<file path="config.mk">
export PLATFORM = sky130hd
export DESIGN_NAME = pcl_port_ctrl
export DESIGN_NICKNAME = d
export VERILOG_FILES = /design/src/design/pcl_pkg.sv /design/src/design/pcl_port_ctrl.sv
export VERILOG_INCLUDE_DIRS = /design/src /design/src/design
export SDC_FILE = /design/constraint.sdc
export NUM_CORES = 1
export LEC_CHECK = 0
export ABC_AREA = 0
export BUFFER_PORTS_ARGS = -buffer_cell sky130_fd_sc_hd__buf_2
export CAP_MARGIN = 40
export CORE_UTILIZATION = 45
export CTS_BUF_LIST = sky130_fd_sc_hd__clkbuf_8
export CTS_CLUSTER_DIAMETER = 40
export CTS_CLUSTER_SIZE = 25
export DETAILED_ROUTE_END_ITERATION = 10
export PLACE_DENSITY = 0.79
export SKIP_LAST_GASP = 1
export SYNTH_ARGS = -nofsm -noshare
export SYNTH_HDL_FRONTEND = slang
export SYNTH_SLANG_ARGS = --single-unit
export TNS_END_PERCENT = 30
</file>
<file path="constraint.sdc">
create_clock -name clk -period 5.3 [get_ports clk]
set_input_delay 1.06 -clock clk [delete_from_list [all_inputs] [get_ports clk]]
set_output_delay 1.06 -clock clk [all_outputs]
set_load 0.03 [all_outputs]
</file>
<file path="src/design/pcl_consts.svh">
// Operation
// side A line-1 flag sets on chosen edge; cleared by output read or reset
// side A bit 1 picks line-1 edge: 1 rising, 0 falling
// side A request asserts from line-1 flag only while bit 0 is 1
// side A bit 2 routes shared address: 1 output register, 0 direction
// side A input mode: line-2 flag sets on chosen edge, cleared by read
// side A bit 4 picks line-2 edge in input mode: 1 rising
// side A request asserts from line-2 flag only while bit 3 is 1
// side A bit 5 set: line 2 driven, bit 6 reads zero
// side A manual mode: line 2 follows written bit 3
// side A strobe mode: line 2 goes low after output register read
// side A strobe with bit 3 set: line 2 returns high next cycle
// side A strobe with bit 3 clear: line 2 low until line-1 edge
// side B line-1 flag sets on chosen edge; cleared by output read or reset
// side B request asserts from line-1 flag only while bit 0 is 1
// side B bit 2 routes shared address: 1 output register, 0 direction
// side B input mode: line-2 flag sets on chosen edge, cleared by read
// side B request asserts from line-2 flag only while bit 3 is 1
// side B bit 5 set: line 2 driven, bit 6 reads zero
// side B manual mode: line 2 takes written bit 3
// side B strobe mode: line 2 goes low after output register write
// side B strobe with bit 3 set: line 2 returns high next cycle
// side B strobe with bit 3 clear: line 2 low until line-1 edge
// reset clears every internal register including both control registers; the line-2 output registers of both sides reset high
// each request is active low open drain, wire-or capable
// select 0 port A, 1 control A, 2 port B, 3 control B
// inputs sampled each clock, edges from successive samples, flags ignore enables
`ifndef PCL_CONSTS_SVH
`define PCL_CONSTS_SVH

// ==========================================
// control register fields
`define PCL_B_EN1 0
`define PCL_B_EDGE1 1
`define PCL_B_ORSEL 2
`define PCL_B_EN2 3
`define PCL_B_EDGE2 4
`define PCL_B_MODE 5
`define PCL_CTRL_W 6

// ==========================================
// reset values
`define PCL_RST_CTRL 6'h00
`define PCL_RST_BYTE 8'h00
`define PCL_RST_LINE 1'b1
`define PCL_IRQ_LEVEL 1'b0

`endif

</file>
<file path="src/design/pcl_pkg.sv">
package pcl_pkg;

    // register select decode
    typedef enum logic [1:0] {
        SEL_PORT_A,
        SEL_CTRL_A,
        SEL_PORT_B,
        SEL_CTRL_B
    } pcl_regsel_t;

    // processor side access, one cycle per access
    typedef struct packed {
        logic access;
        logic read;
        logic regSelectHi;
        logic regSelectLo;
        logic [7:0] wrData;
    } pcl_bus_t;

    // state of one side
    typedef struct packed {
        logic [5:0] ctrl;
        logic flag1;
        logic flag2;
        logic [7:0] outReg;
        logic [7:0] dirReg;
        logic prev1;
        logic prev2;
        logic line;
        logic irqOe;
    } pcl_side_t;

    typedef struct packed {
        pcl_side_t a;
        pcl_side_t b;
        logic [7:0] rdData;
    } pcl_state_t;

endpackage

</file>
<file path="src/design/pcl_port_ctrl.sv">
`timescale 1ns/100ps
`include "pcl_consts.svh"

module pcl_port_ctrl #(
    parameter int PORT_W = 8
) (
    // clock and reset
    input wire logic clk,
    input wire logic sys_rst,
    // processor bus
    input wire pcl_pkg::pcl_bus_t bus,
    output logic [7:0] busRdData,
    // side A port pins
    input wire logic [7:0] portAIn,
    output logic [7:0] portAOut,
    output logic [7:0] portAOe,
    // side B port pins
    input wire logic [7:0] portBIn,
    output logic [7:0] portBOut,
    output logic [7:0] portBOe,
    // side A control lines
    input wire logic sideAIrqInput,
    input wire logic sideACtrlLineIn,
    output logic sideACtrlLineOut,
    output logic sideACtrlLineOe,
    // side B control lines
    input wire logic sideBIrqInput,
    input wire logic sideBCtrlLineIn,
    output logic sideBCtrlLineOut,
    output logic sideBCtrlLineOe,
    // open-drain interrupt requests, active low
    output logic sideAIntRequestOut,
    output logic sideAIntRequestOe,
    output logic sideBIntRequestOut,
    output logic sideBIntRequestOe
);

    // ==========================================
    // elaboration check
    // the bus and all registers are byte wide; other widths are not served
    if (PORT_W != 8) begin : g_bad_width
        $error("pcl_port_ctrl: PORT_W must be 8");
    end

    // ==========================================
    // helpers
    function automatic logic edgeHit(
        input logic prev,
        input logic cur,
        input logic rising
    );
        edgeHit = rising ? (!prev && cur) : (prev && !cur);
    endfunction

    function automatic pcl_pkg::pcl_side_t stepSide(
        input pcl_pkg::pcl_side_t s,
        input logic in1,
        input logic in2,
        input logic isB,
        input logic selPort,
        input logic selCtrl,
        input logic rd,
        input logic [7:0] wd
    );
        pcl_pkg::pcl_side_t n;
        logic hit1;
        logic hit2;
        logic orAcc;
        logic clr;
        logic trig;
        n = s;
        // edges come from successive samples, enable bits play no part
        hit1 = edgeHit(s.prev1, in1, s.ctrl[`PCL_B_EDGE1]);
        hit2 = !s.ctrl[`PCL_B_MODE] && edgeHit(s.prev2, in2, s.ctrl[`PCL_B_EDGE2]);
        orAcc = selPort && s.ctrl[`PCL_B_ORSEL];
        clr = orAcc && rd;
        // side A strobes on reads, side B on writes
        trig = orAcc && (isB ? !rd : rd);
        n.prev1 = in1;
        n.prev2 = in2;
        if (clr) begin
            n.flag1 = 1'b0;
            n.flag2 = 1'b0;
        end
        // a set in the clearing cycle wins, so no edge is lost
        if (hit1) begin
            n.flag1 = 1'b1;
        end
        if (hit2) begin
            n.flag2 = 1'b1;
        end
        if (!rd && selCtrl) begin
            n.ctrl = wd[`PCL_CTRL_W-1:0];
        end
        if (!rd && selPort) begin
            if (s.ctrl[`PCL_B_ORSEL]) begin
                n.outReg = wd;
            end else begin
                n.dirReg = wd;
            end
        end
        if (n.ctrl[`PCL_B_MODE]) begin
            n.flag2 = 1'b0;
        end
        if (!n.ctrl[`PCL_B_MODE]) begin
            // undriven in input mode; idle level kept high
            n.line = `PCL_RST_LINE;
        end else if (n.ctrl[`PCL_B_EDGE2]) begin
            n.line = n.ctrl[`PCL_B_EN2];
        end else if (trig) begin
            n.line = 1'b0;
        end else if (!s.line && s.ctrl[`PCL_B_EN2]) begin
            n.line = 1'b1;
        end else if (!s.line && hit1) begin
            // the handshake relies on the peripheral producing this edge
            n.line = 1'b1;
        end
        n.irqOe = (n.flag1 && n.ctrl[`PCL_B_EN1])
            || (n.flag2 && n.ctrl[`PCL_B_EN2]);
        stepSide = n;
    endfunction

    function automatic logic [7:0] ctrlView(input pcl_pkg::pcl_side_t s);
        ctrlView = {s.flag1, s.flag2 && !s.ctrl[`PCL_B_MODE], s.ctrl};
    endfunction

    // ==========================================
    // state
    pcl_pkg::pcl_state_t st_reg;
    pcl_pkg::pcl_state_t st_next;
    pcl_pkg::pcl_regsel_t sel;
    logic isRead;
    logic isWrite;
    logic rdOrA;
    logic wrOrB;
    logic edgeA1;
    logic edgeB1;

    always_comb begin
        sel = pcl_pkg::pcl_regsel_t'({bus.regSelectHi, bus.regSelectLo});
        isRead = bus.access && bus.read;
        isWrite = bus.access && !bus.read;
        rdOrA = isRead && sel == pcl_pkg::SEL_PORT_A && st_reg.a.ctrl[`PCL_B_ORSEL];
        wrOrB = isWrite && sel == pcl_pkg::SEL_PORT_B && st_reg.b.ctrl[`PCL_B_ORSEL];
        edgeA1 = edgeHit(st_reg.a.prev1, sideAIrqInput, st_reg.a.ctrl[`PCL_B_EDGE1]);
        edgeB1 = edgeHit(st_reg.b.prev1, sideBIrqInput, st_reg.b.ctrl[`PCL_B_EDGE1]);
    end

    // ==========================================
    // next state
    always_comb begin
        st_next = st_reg;
        st_next.a = stepSide(st_reg.a, sideAIrqInput, sideACtrlLineIn, 1'b0,
            bus.access && sel == pcl_pkg::SEL_PORT_A,
            bus.access && sel == pcl_pkg::SEL_CTRL_A, bus.read, bus.wrData);
        st_next.b = stepSide(st_reg.b, sideBIrqInput, sideBCtrlLineIn, 1'b1,
            bus.access && sel == pcl_pkg::SEL_PORT_B,
            bus.access && sel == pcl_pkg::SEL_CTRL_B, bus.read, bus.wrData);
        if (isRead) begin
            case (sel)
                pcl_pkg::SEL_PORT_A: begin
                    // side A reads the pins, whatever the output register holds
                    st_next.rdData = st_reg.a.ctrl[`PCL_B_ORSEL] ? portAIn : st_reg.a.dirReg;
                end
                pcl_pkg::SEL_CTRL_A: begin
                    st_next.rdData = ctrlView(st_reg.a);
                end
                pcl_pkg::SEL_PORT_B: begin
                    // side B returns its own register on output bits, immune to load
                    st_next.rdData = st_reg.b.ctrl[`PCL_B_ORSEL]
                        ? ((st_reg.b.dirReg & st_reg.b.outReg) | (~st_reg.b.dirReg & portBIn))
                        : st_reg.b.dirReg;
                end
                pcl_pkg::SEL_CTRL_B: begin
                    st_next.rdData = ctrlView(st_reg.b);
                end
                default: begin
                    st_next.rdData = `PCL_RST_BYTE;
                end
            endcase
        end
    end

    // ==========================================
    // registers
    always_ff @(posedge clk) begin
        if (sys_rst) begin
            st_reg.a.ctrl <= `PCL_RST_CTRL;
            st_reg.a.flag1 <= 1'b0;
            st_reg.a.flag2 <= 1'b0;
            st_reg.a.outReg <= `PCL_RST_BYTE;
            st_reg.a.dirReg <= `PCL_RST_BYTE;
            st_reg.a.prev1 <= 1'b0;
            st_reg.a.prev2 <= 1'b0;
            st_reg.a.line <= `PCL_RST_LINE;
            st_reg.a.irqOe <= 1'b0;
            st_reg.b.ctrl <= `PCL_RST_CTRL;
            st_reg.b.flag1 <= 1'b0;
            st_reg.b.flag2 <= 1'b0;
            st_reg.b.outReg <= `PCL_RST_BYTE;
            st_reg.b.dirReg <= `PCL_RST_BYTE;
            st_reg.b.prev1 <= 1'b0;
            st_reg.b.prev2 <= 1'b0;
            st_reg.b.line <= `PCL_RST_LINE;
            st_reg.b.irqOe <= 1'b0;
            st_reg.rdData <= `PCL_RST_BYTE;
        end else begin
            st_reg <= st_next;
        end
    end

    // ==========================================
    // outputs, all from flip-flops except the constant request pull levels
    assign busRdData = st_reg.rdData;
    assign portAOut = st_reg.a.outReg;
    assign portAOe = st_reg.a.dirReg;
    assign portBOut = st_reg.b.outReg;
    assign portBOe = st_reg.b.dirReg;
    assign sideACtrlLineOut = st_reg.a.line;
    assign sideACtrlLineOe = st_reg.a.ctrl[`PCL_B_MODE];
    assign sideBCtrlLineOut = st_reg.b.line;
    assign sideBCtrlLineOe = st_reg.b.ctrl[`PCL_B_MODE];
    // open drain: only ever pulls low, so several requests may share a wire
    assign sideAIntRequestOut = `PCL_IRQ_LEVEL;
    assign sideAIntRequestOe = st_reg.a.irqOe;
    assign sideBIntRequestOut = `PCL_IRQ_LEVEL;
    assign sideBIntRequestOe = st_reg.b.irqOe;
endmodule

</file>
; ---- Word level (Yosys, flattened, before mapping)
; Index checks and enable logic that the tools add are counted.
; W data, S select, Z words.
[word_totals]
word_cells = 115
inputBits = 34
regBits = 64
output_inout_bits = 48
[classes]
reduce_logical = 58
n_mux = 25
eq_ne = 3
bitwise = 8
[ops]
columns = op, count
row1 = $logic_and A1 B1 Y1, 34
row2 = $pmux W8 S4, 1
row3 = $mux W1, 18
row4 = $and A8 B8 Y8, 2
row5 = $mux W8, 2
row6 = $logic_not A1 Y1, 13
row7 = $mux W6, 2
row8 = $not A8 Y8, 1
row9 = $or A8 B8 Y8, 1
row10 = $reduce_and A2 Y1, 4
row11 = $reduce_bool A4 Y1, 2
row12 = $eq A2 B2 Y1 const B, 2
row13 = $mux W2, 2
row14 = $not A1 Y1, 4
row15 = $reduce_or A2 Y1, 2
row16 = $eq A2 B1 Y1 const B, 1
row17 = $logic_not A2 Y1, 1
row18 = $logic_or A1 B1 Y1, 2

; ---- Longest topological paths before layout
; Gate-level depths: netlist of run 1.
[depth]
ltp_word = 9
ltp_mapped = 7
depth_no_buf = 4

; ---- Worst setup path before layout of run 1
; No wires, ideal clock.
[synth_timing]
kind = input to register
start = input bus[9] (netlist name)
end = register st_reg, in the netlist sideACtrlLineOut
path_slack_ns = 2.828
t_required_ns = 5.176
path_buffers = 2
setup_ns = 0.124
cell_stages = 6
arrival_time_ns = 2.348
cell_sequence = buf_2 -> nor4bb_4 -> buf_6 -> mux2i_1 -> nor2_1 -> a2111o_1
[synth_between]
elab_chain_cells = 6
word_cells_on_any_way = 13
cone_classes = eq/ne: 1 / mux: 3 / bitwise: 1 / reduce/logical: 8
[synth_lines]
columns = item, line
row1 = start: declaration, pcl_port_ctrl.sv:11  ; input wire pcl_pkg::pcl_bus_t bus,
row2 = $eq A2 B1 Y1 or $logic_not A2 Y1 (tied branches), "pcl_port_ctrl.sv:155, pcl_port_ctrl.sv:154"
row3 = $logic_and A1 B1 Y1 (on tied branches), "pcl_port_ctrl.sv:155, pcl_port_ctrl.sv:154"
row4 = $logic_and A1 B1 Y1 (on tied branches), "pcl_port_ctrl.sv:92, pcl_port_ctrl.sv:75"
row5 = $mux W6 or $logic_and A1 B1 Y1 (tied branches), "pcl_port_ctrl.sv:92, pcl_port_ctrl.sv:78"
row6 = $not A1 Y1 (no source line) or $mux W1 (tied branches), -
row7 = $reduce_or A2 Y1 (no source line) or $mux W1 (tied branches), -
row8 = end signal: assignment, pcl_port_ctrl.sv:208  ; st_reg <= st_next;
row9 = end: declaration, pcl_port_ctrl.sv:129  ; pcl_pkg::pcl_state_t st_reg;
; Several ways; a longest one is shown, not always the timed one.
; A chain may end at the register's enable or synchronous reset.

; ---- Worst setup path in the final report of run 1
[layout_timing]
start = input bus[8] (netlist name)
end = register st_reg, in the netlist sideACtrlLineOut
; The elaborated chain is that of the path after synthesis.

==> metrics, run 1 <==
FP Rows=30; port bufs=79; async set-reset flop share out of synthesis=0%; final net count=406; Cell Count, Final, Fillers Out=457; largest area contributor in the netlist=dfxtp_1; share of cells above drive strength 1=27.59%; total detailed-routing wirelength=7909 um; RSZ-0062 raised after global routing=false; switch share=25.21%; endpoint class of the critical path=register; commonest non-fill, non-tap cell in the layout=buf_2; pwr dens=297.1 mW/mm^2; outcome=complete, no violations; final setup violation count=0; # diodes=0; Seq/Total Area, Yosys=40.94%; Gate power share=10.1%; classification of the worst setup path=in -> reg; Ports=82; DR vias/cell=5.665; sw power=258.5 uW; worst setup path startpoint=bus[8]; period utilization=47.98%; routed via count=2589; total CTS buffers=9; top post-synthesis cells by area=dfxtp_1 41%, buf_4 11%, mux2i_1 11%; hpwl dp=5610 um; R2R Path Start=st_reg[32]; DRT Pass-1 Iters=5; slew at the pin closest to its max-slew limit=793.3 ps; post-synth top area share=40.94%; Synth-to-Final Area Change=10.32%; TritonCTS clock tree=done; CTS sink count=64; Total Routing Usage GR=22.52%; vias in the first global route=2426; clk slew on worst S/H paths=70 ps; Die ar.=0.007291 mm^2; RD Place Congestion=0.8412; core footprint=0.006756 mm^2; CP Max Fanout=21; Clock Path Buffers=2; final setup skew=7.604 ps; CTS Hold Bufs=0; commonest non-fill, non-tap cells in the layout=79 x buf_2, 64 x dfxtp_1, 38 x nor2_1; multi-input logic area=0.001389 mm^2; register bit total from synthesis=64; initial cell density of the core=46.31%; Critical Path RT=5530 ps; Die H=85.39 um; ANT nets after route=0; sequential power share=49.0%; initial antenna violation count=0; max frequency=0.3932 GHz; number of synthesized flops with an enable pin=0; first-pass GRT wire length=12330 um; largest net degree at the start of global routing=38; syn_area_per_cell=9.204 um^2; final number of max-transition violations=0; DP Cell Count=441; type of origin of the critical path=primary input; worst path arrival time=2770 ps; Static Leak=1.615 nW; root buf cell=clkbuf_8; post-synth cell types=46; VDD IR max=127.1 uV; die outline width=85.39 um; synthesized cell area=0.003129 mm^2; setup TNS=0 ps; grt ovf=0; H-tree level count=3; max cap viols=0; WL/cell=17.31 um; max reg flops=18; setup repair bufs after CTS=0; FF+latch area=0.001281 mm^2; Hold WC Path Type=reg -> reg; Slew HR=46.84%; Hold Fails Final Rpt=0; Syn. warnings=0; hold path start=portAOe[5]; Skew-Pair Late Insertion Delay=350 ps; fin crit period=2543 ps; DRC viols=0; clock group share of total power=40.9%; cell count after synthesis=340; iteration-0 DRC count of the detailed router=200; P_int=766.9 uW; fillers=638; cts repair resizes=0; main flop type after synthesis=dfxtp_1
## synthesized netlist by cell type, drive strengths merged (3+ instances only)
library cell and n:
a221oi 6, a311oi 3, mux2i 33, nor2b 6, clkbuf 12, a21oi 21
dfxtp 64, o22ai 3, nor2 38, nor3b 3, a22oi 6, o211a 7
nand2 16, buf 51, o211ai 6, nand3 12, a211oi 3, a311o 6
inv 12, nand2b 3, and2 4
## routing by layer
| layer | vias up | track usage [%] | share of wire [%] |
|---|---|---|---|
| li1 | 1229 | - | - |
| met1 | 1220 | 29.06 | 44 |
| met2 | 113 | 34.53 | 45 |
| met3 | 27 | 5.642 | 7.0 |
| met4 | 0 | 12.42 | 3.9 |
| met5 | - | 0 | 0 |
## layout make-up
class / count / share of cell area, %
inverters: 12 / 1.305
multi-input cells: 202 / 40.23
repair buffers: 83 / 12.69
well taps: 80 / 2.900
clock inverters: 5 / 1.377
clock buffers: 11 / 4.386
flip-flops and latches: 64 / 37.11
## power by group through the flow
stage	registers (mW)	clock network (mW)	logic, mW
after detailed placement	0.513	0	0.102
after global placement	0.513	0	0.0989
final	0.502	0.420	0.103
after global routing	0.504	0.449	0.112
after floorplan	0.510	0	0.0741
after CTS	0.502	0.427	0.103
## path summary, 6_finish.rpt
path                            to  slack (ps)  depth (start not counted)
setup / recovery  sideACtrlLineOut        2760                          5
hold / removal          portAOe[5]         490                          2
setup reg to reg  sideBCtrlLineOut        3110                          3
hold reg to reg         portAOe[5]         490                          2
## metrics by stage
step                util, %  cell area (um^2)  hold WS, ps  power (mW)  worst slack (ps)
detailed placement    48.15              3253        474.6      0.6150              2433
global placement      47.85              3233        467.7      0.6116              2496
CTS                   51.09              3452        484.2       1.032              2784
finish                51.09              3452        489.9       1.025              2757
global route          51.09              3452        512.1       1.065              2648
floorplan                 -              3133        444.9      0.5846              2828
## critical path, stage by stage
cell and delay [ps]:
buf_2 330, nor4bb_4 560, mux2i_1 350, nor2_1 90, a2111o_1 390
## cell families after synthesis
family,count (synthesis),share of synthesized area (%)
DFF,64,40.94
and+or+nand+nor,91,15.15
muxes,35,11.28
AOI/OAI and AO/OA,74,17.71
buffers and inverters,75,14.79
other,1,0.1198
Power figures use the tool's default switching activity.
==> inputs of run 2 (changes only) <==
--- a/config.mk
+++ b/config.mk
@@ -14,7 +14,7 @@
 export CTS_CLUSTER_DIAMETER = 40
 export CTS_CLUSTER_SIZE = 25
 export DETAILED_ROUTE_END_ITERATION = 10
-export PLACE_DENSITY = 0.79
+export PLACE_DENSITY = 0.81
 export SKIP_LAST_GASP = 1
 export SYNTH_ARGS = -nofsm -noshare
 export SYNTH_HDL_FRONTEND = slang
==> constraint.sdc (replaced) <==
create_clock -name clk -period 2.15 [get_ports clk]
set_input_delay 0.43 -clock clk [delete_from_list [all_inputs] [get_ports clk]]
set_output_delay 0.43 -clock clk [all_outputs]
set_load 0.03 [all_outputs]
==> metrics, run 2 (synthesized netlist as in run 1, its figures left out) <==
CTS sink count=64 (unchanged); final setup violation count=0 (unchanged); WL/cell=17.26 um (-0.27%); Slew HR=66.41% (+20 points); ANT nets after route=0 (unchanged); routed via count=2579 (-0.39%); iteration-0 DRC count of the detailed router=202 (+1.0%); final net count=413 (+1.7%); outcome=complete, no violations; final setup skew=5.483 ps (-2.120 ps); root buf cell=clkbuf_8; critical-path cell list=nor3_1 > buf_4 > a221oi_1 > o211ai_1 > o211a_1; pwr dens=735.2 mW/mm^2 (+150%); Slowest cell on crit path=dfxtp_1; die outline width=85.39 um (unchanged); Hold WC Path Type=in -> reg; max cap viols=0 (unchanged); Ports=82 (unchanged); Static Leak=1.642 nW (+1.6%); VDD IR max=440.0 uV (+250%); clk slew on worst S/H paths=70 ps (about the same); first-pass GRT wire length=12500 um (+1.4%); share of cells above drive strength 1=29.24% (+1.7 points); Worst R2R Setup Slack=380 ps (-2730 ps); CTS Hold Bufs=0 (unchanged); period utilization=82.40%; total CTS buffers=9 (unchanged); cts repair resizes=0 (unchanged); commonest non-fill, non-tap cells in the layout=79 x buf_2, 64 x dfxtp_1, 38 x nor2_1; grt ovf=0 (unchanged); classification of the worst setup path=reg -> reg; commonest non-fill, non-tap cell in the layout=buf_2; RSZ-0062 raised after global routing=false; worst path arrival time=2010 ps (-760 ps); Die ar.=0.007291 mm^2 (unchanged); setup TNS=0 ps (unchanged); # diodes=0 (unchanged); setup repair bufs after CTS=0 (unchanged); Die H=85.39 um (unchanged); fin crit period=1772 ps; Skew-Pair Late Insertion Delay=340 ps (about the same); hpwl dp=5833 um (+4.0%); RD Place Congestion=0.8948 (+6.4%); type of origin of the critical path=register; CP Max Fanout=14 (-33%); Total Routing Usage GR=22.96% (+0.45 points); Synth-to-Final Area Change=11.80%; initial antenna violation count=0 (unchanged); max frequency=0.5644 GHz; slew at the pin closest to its max-slew limit=503.9 ps (-289.4 ps); Hold Fails Final Rpt=0 (unchanged); max reg flops=18 (unchanged); largest net degree at the start of global routing=34 (-11%); Util after Layout=51.78% (+0.69 points); endpoint class of the critical path=register; H-tree level count=3 (unchanged); total detailed-routing wirelength=7991 um (+1.0%); DR vias/cell=5.570 (-1.7%); DRC viols=0 (unchanged); TritonCTS clock tree=done; FP Rows=30 (unchanged); Critical Path RT=2380 ps (-3150 ps); DRT Pass-1 Iters=4 (-1); final number of max-transition violations=0 (unchanged); initial cell density of the core=46.31% (unchanged); core footprint=0.006756 mm^2 (unchanged); Clock Path Buffers=2 (unchanged); slowest stage delay, CP=590 ps (+30 ps); port bufs=79 (unchanged); fillers=667 (+4.5%); vias in the first global route=2415 (-0.45%)
run 2: cell count changes in the layout (fill, tap and decap cells not counted):
cell and delta:
buf_12 -1, buf_4 +8, clkbuf_8 +1, inv_1 -2
run 2: worst max-delay path, delay by kind of cell, from the launching register on:
family	cells	cell delay, ps
and+or+nand+nor	1	120
AOI/OAI and AO/OA	3	750
DFF	1	590
buffers and inverters	1	200
run 2: metrics by stage:
stage | instance area, um^2 | setup WS [ps] | cells | hold WS, ps | power, mW
4_1_cts | 3498 | 440.9 | 463 | 313.5 | 2.584
3_3_place_gp | 3293 | 227.8 | 448 | 465.1 | 1.518
5_1_grt | 3498 | 322.6 | 463 | 324.8 | 2.658
3_5_place_dp | 3293 | 180.8 | 448 | 470.5 | 1.523
2_1_floorplan | 3133 | 307.8 | 341 | 444.9 | 1.441
6_report | 3498 | 378.3 | 463 | 322.0 | 2.572
run 2: where the power goes:
group / internal [mW] / switching [mW] / total (mW)
sequential: 1.22 / 0.0220 / 1.24
combinational: 0.0925 / 0.169 / 0.262
clock: 0.620 / 0.453 / 1.07
total: 1.93 / 0.644 / 2.57
run 2: path summary, 6_finish.rpt:
| kind | cells after the start | end | startpoint |
|---|---|---|---|
| hold / removal | 2 | st_reg[11] | sideBIrqInput |
| setup / recovery | 5 | busRdData[1] | st_reg[60] |
| hold reg to reg | 2 | st_reg[32] | st_reg[32] |
| setup reg to reg | 5 | busRdData[1] | st_reg[60] |
run 2: cell type report:
class | instances | area, um^2 | area share (%)
clock buffer | 12 | 165.2 | 4.721
tap | 80 | 100.1 | 2.861
clock inverter | 3 | 40.04 | 1.144
sequential | 64 | 1281 | 36.62
timing repair buffer | 90 | 478.0 | 13.66
multi-input combinational | 202 | 1389 | 39.70
inverter | 12 | 45.04 | 1.288
run 2: per-layer routing:
| metal | global-route usage, % | routed length, um |
|---|---|---|
| met4 | 8.333 | 144 |
| met3 | 6.420 | 603 |
| met1 | 30.64 | 3504 |
| met2 | 35.63 | 3739 |
| met5 | 0 | 0 |
==> inputs of run 3 (changes only) <==
--- a/config.mk
+++ b/config.mk
@@ -6,7 +6,7 @@
 export SDC_FILE = /design/constraint.sdc
 export NUM_CORES = 1
 export LEC_CHECK = 0
-export ABC_AREA = 0
+export ABC_AREA = 1
 export BUFFER_PORTS_ARGS = -buffer_cell sky130_fd_sc_hd__buf_2
 export CAP_MARGIN = 40
 export CORE_UTILIZATION = 45
==> constraint.sdc (replaced) <==
create_clock -name clk -period 1.5 [get_ports clk]
set_input_delay 0.3 -clock clk [delete_from_list [all_inputs] [get_ports clk]]
set_output_delay 0.3 -clock clk [all_outputs]
set_load 0.03 [all_outputs]
==> metrics, run 3 <==
outcome=complete, no violations; setup TNS=0 ps (unchanged); Gate power share=12.8% (+2.6 points); WL/cell=13.56 um (-21%); register bit total from synthesis=64 (unchanged); top post-synthesis cells by area=dfxtp_1 39%, buf_4 9.6%, o21ai_0 9.3%; largest net degree at the start of global routing=26 (-24%); share of cells above drive strength 1=27.10% (-2.1 points); Ports=82 (unchanged); sw power=1.027 mW (+59%); DRT Pass-1 Iters=5 (+1); max frequency=0.7792 GHz (+38%); largest area contributor in the netlist=dfxtp_1; worst path arrival time=1560 ps (-450 ps); total CTS buffers=9 (unchanged); final number of max-transition violations=0 (unchanged); vias in the first global route=2754 (+14%); Hold Fails Final Rpt=0 (unchanged); Synth-to-Final Area Change=13.44%; initial antenna violation count=0 (unchanged); grt ovf=0 (unchanged); Clock Path Buffers=2 (unchanged); cell count after synthesis=459 (+35%); cts repair resizes=0 (unchanged); Slowest cell on crit path=dfxtp_1; period utilization=85.56% (+3.2 points); fin crit period=1283 ps (-488.3 ps); total detailed-routing wirelength=8261 um (+3.4%); async set-reset flop share out of synthesis=0% (unchanged); root buf cell=clkbuf_8; hpwl dp=6249 um (+7.1%); first-pass GRT wire length=13230 um (+5.9%); Total Routing Usage GR=22.89% (-0.066 points); critical-path cell list=inv_2 > nor3_4 > buf_4 > o21ai_0 > nor2_1; max reg flops=18 (unchanged); synthesized cell area=0.003277 mm^2 (+4.7%); Critical Path RT=1780 ps (-600 ps); Skew-Pair Late Insertion Delay=350 ps (about the same); RD Place Congestion=0.8748 (-2.2%); # diodes=0 (unchanged); final setup skew=9.785 ps (+4.302 ps); slowest stage delay, CP=470 ps (-120 ps); Static Leak=1.839 nW (+12%); syn_area_per_cell=7.139 um^2 (-22%); pwr dens=1018 mW/mm^2 (+38%); Seq/Total Area, Yosys=39.10% (-1.8 points); endpoint class of the critical path=register; post-synth cell types=30 (-35%); FP Rows=30 (unchanged); max cap viols=0 (unchanged); clk slew on worst S/H paths=70 ps (about the same); P_int=2.756 mW (+43%); final net count=542 (+31%); top cells by count, synth=72 x nand2_1, 72 x nor2_1, 64 x dfxtp_1, 61 x o21ai_0, 42 x buf_4; CP Max Fanout=10 (-4); Hold WC Path Type=in -> reg; CTS Hold Bufs=0 (unchanged); commonest non-fill, non-tap cells in the layout=79 x buf_2, 72 x nand2_1, 72 x nor2_1; core footprint=0.006907 mm^2 (+2.2%); switch share=27.14% (+2.1 points); commonest non-fill, non-tap cell in the layout=buf_2; initial cell density of the core=47.45% (+1.1 points); DR vias/cell=5.053 (-9.3%); CTS sink count=64 (unchanged); TritonCTS clock tree=done; Final Power=3.783 mW (+47%); H-tree level count=3 (unchanged); clock group share of total power=39.7% (-2.0 points); die outline width=87.34 um (+2.3%); RSZ-0062 raised after global routing=false; iteration-0 DRC count of the detailed router=231 (+14%); main flop type after synthesis=dfxtp_1; classification of the worst setup path=reg -> reg; setup repair bufs after CTS=0 (unchanged); number of synthesized flops with an enable pin=0 (unchanged); port bufs=79 (unchanged); Critical path buffers and inverters=2 (+1); final setup violation count=0 (unchanged); DRC viols=0 (unchanged); Syn. warnings=0 (unchanged); Die H=87.34 um (+2.3%); post-synth top area share=39.10% (-1.8 points); type of origin of the critical path=register; Util after Layout=53.82% (+2.0 points); VDD IR max=461.2 uV (+4.8%); routed via count=3077 (+19%); final hold slack=181.9 ps (-140.1 ps); Die ar.=0.007627 mm^2 (+4.6%); sequential power share=47.5% (-0.6 points); ANT nets after route=0 (unchanged); critical path's top delay family=flip-flops
==> run 3: cell type report <==
type / instances / area (um^2)
Multi-Input combinational cell: 293 / 1425
Tap cell: 96 / 120.1
Sequential cell: 64 / 1281
Inverter: 47 / 178.9
Timing Repair Buffer: 93 / 513.0
Fill cell: 710 / 3189
Clock inverter: 5 / 47.55
Clock buffer: 11 / 151.4
==> run 3: cells by family (layout without fill, tap and decap cells) <==
group                  Yosys count  after routing  synth area share [%]
and+or+nand+nor                196            196                 27.76
buffers and inverters          103            156                 17.53
AOI/OAI and AO/OA               95             95                 15.50
DFF                             64             64                 39.10
other                            1              2                0.1144
==> run 3: power by group through the flow <==
stage          sequential [mW]  combinational, mW  clock, mW
3_5_place_dp              1.83              0.479          0
5_1_grt                   1.80              0.530       1.60
4_1_cts                   1.80              0.481       1.51
3_3_place_gp              1.83              0.470          0
6_report                  1.80              0.484       1.50
2_1_floorplan             1.83              0.345          0
==> run 3: path summary, 6_finish.rpt <==
check                                   start     endpoint  slack (ps)  depth (start not counted)
worst min-delay path            sideAIrqInput   st_reg[39]         180                          3
worst max register to register     st_reg[60]  portAOut[0]         220                          5
worst min register to register    portBOut[4]  portBOut[4]         460                          2
worst max-delay path               st_reg[60]  portAOut[0]         220                          5
==> run 3: layer usage <==
metal	GRT usage [%]	vias to the layer above	routed length [um]
met3	4.171	14	552
met1	30.92	1408	3802
met5	0	-	0
met4	10.58	0	152
li1	-	1523	-
met2	35.37	132	3754
==> run 3: metrics by stage <==
step           cells  worst slack [ps]  instance area [um^2]
2_1_floorplan    460             373.2                  3281
3_3_place_gp     593             86.66                  3518
3_5_place_dp     593             36.21                  3518
4_1_cts          609             226.7                  3717
5_1_grt          609             76.60                  3717
6_report         609             216.6                  3717
==> run 3: worst reg2reg max path: stages, from the launching register on <==
cell and delay, ps:
dfxtp_1 470, inv_2 170, nor3_4 230, buf_4 170, o21ai_0 70, nor2_1 100
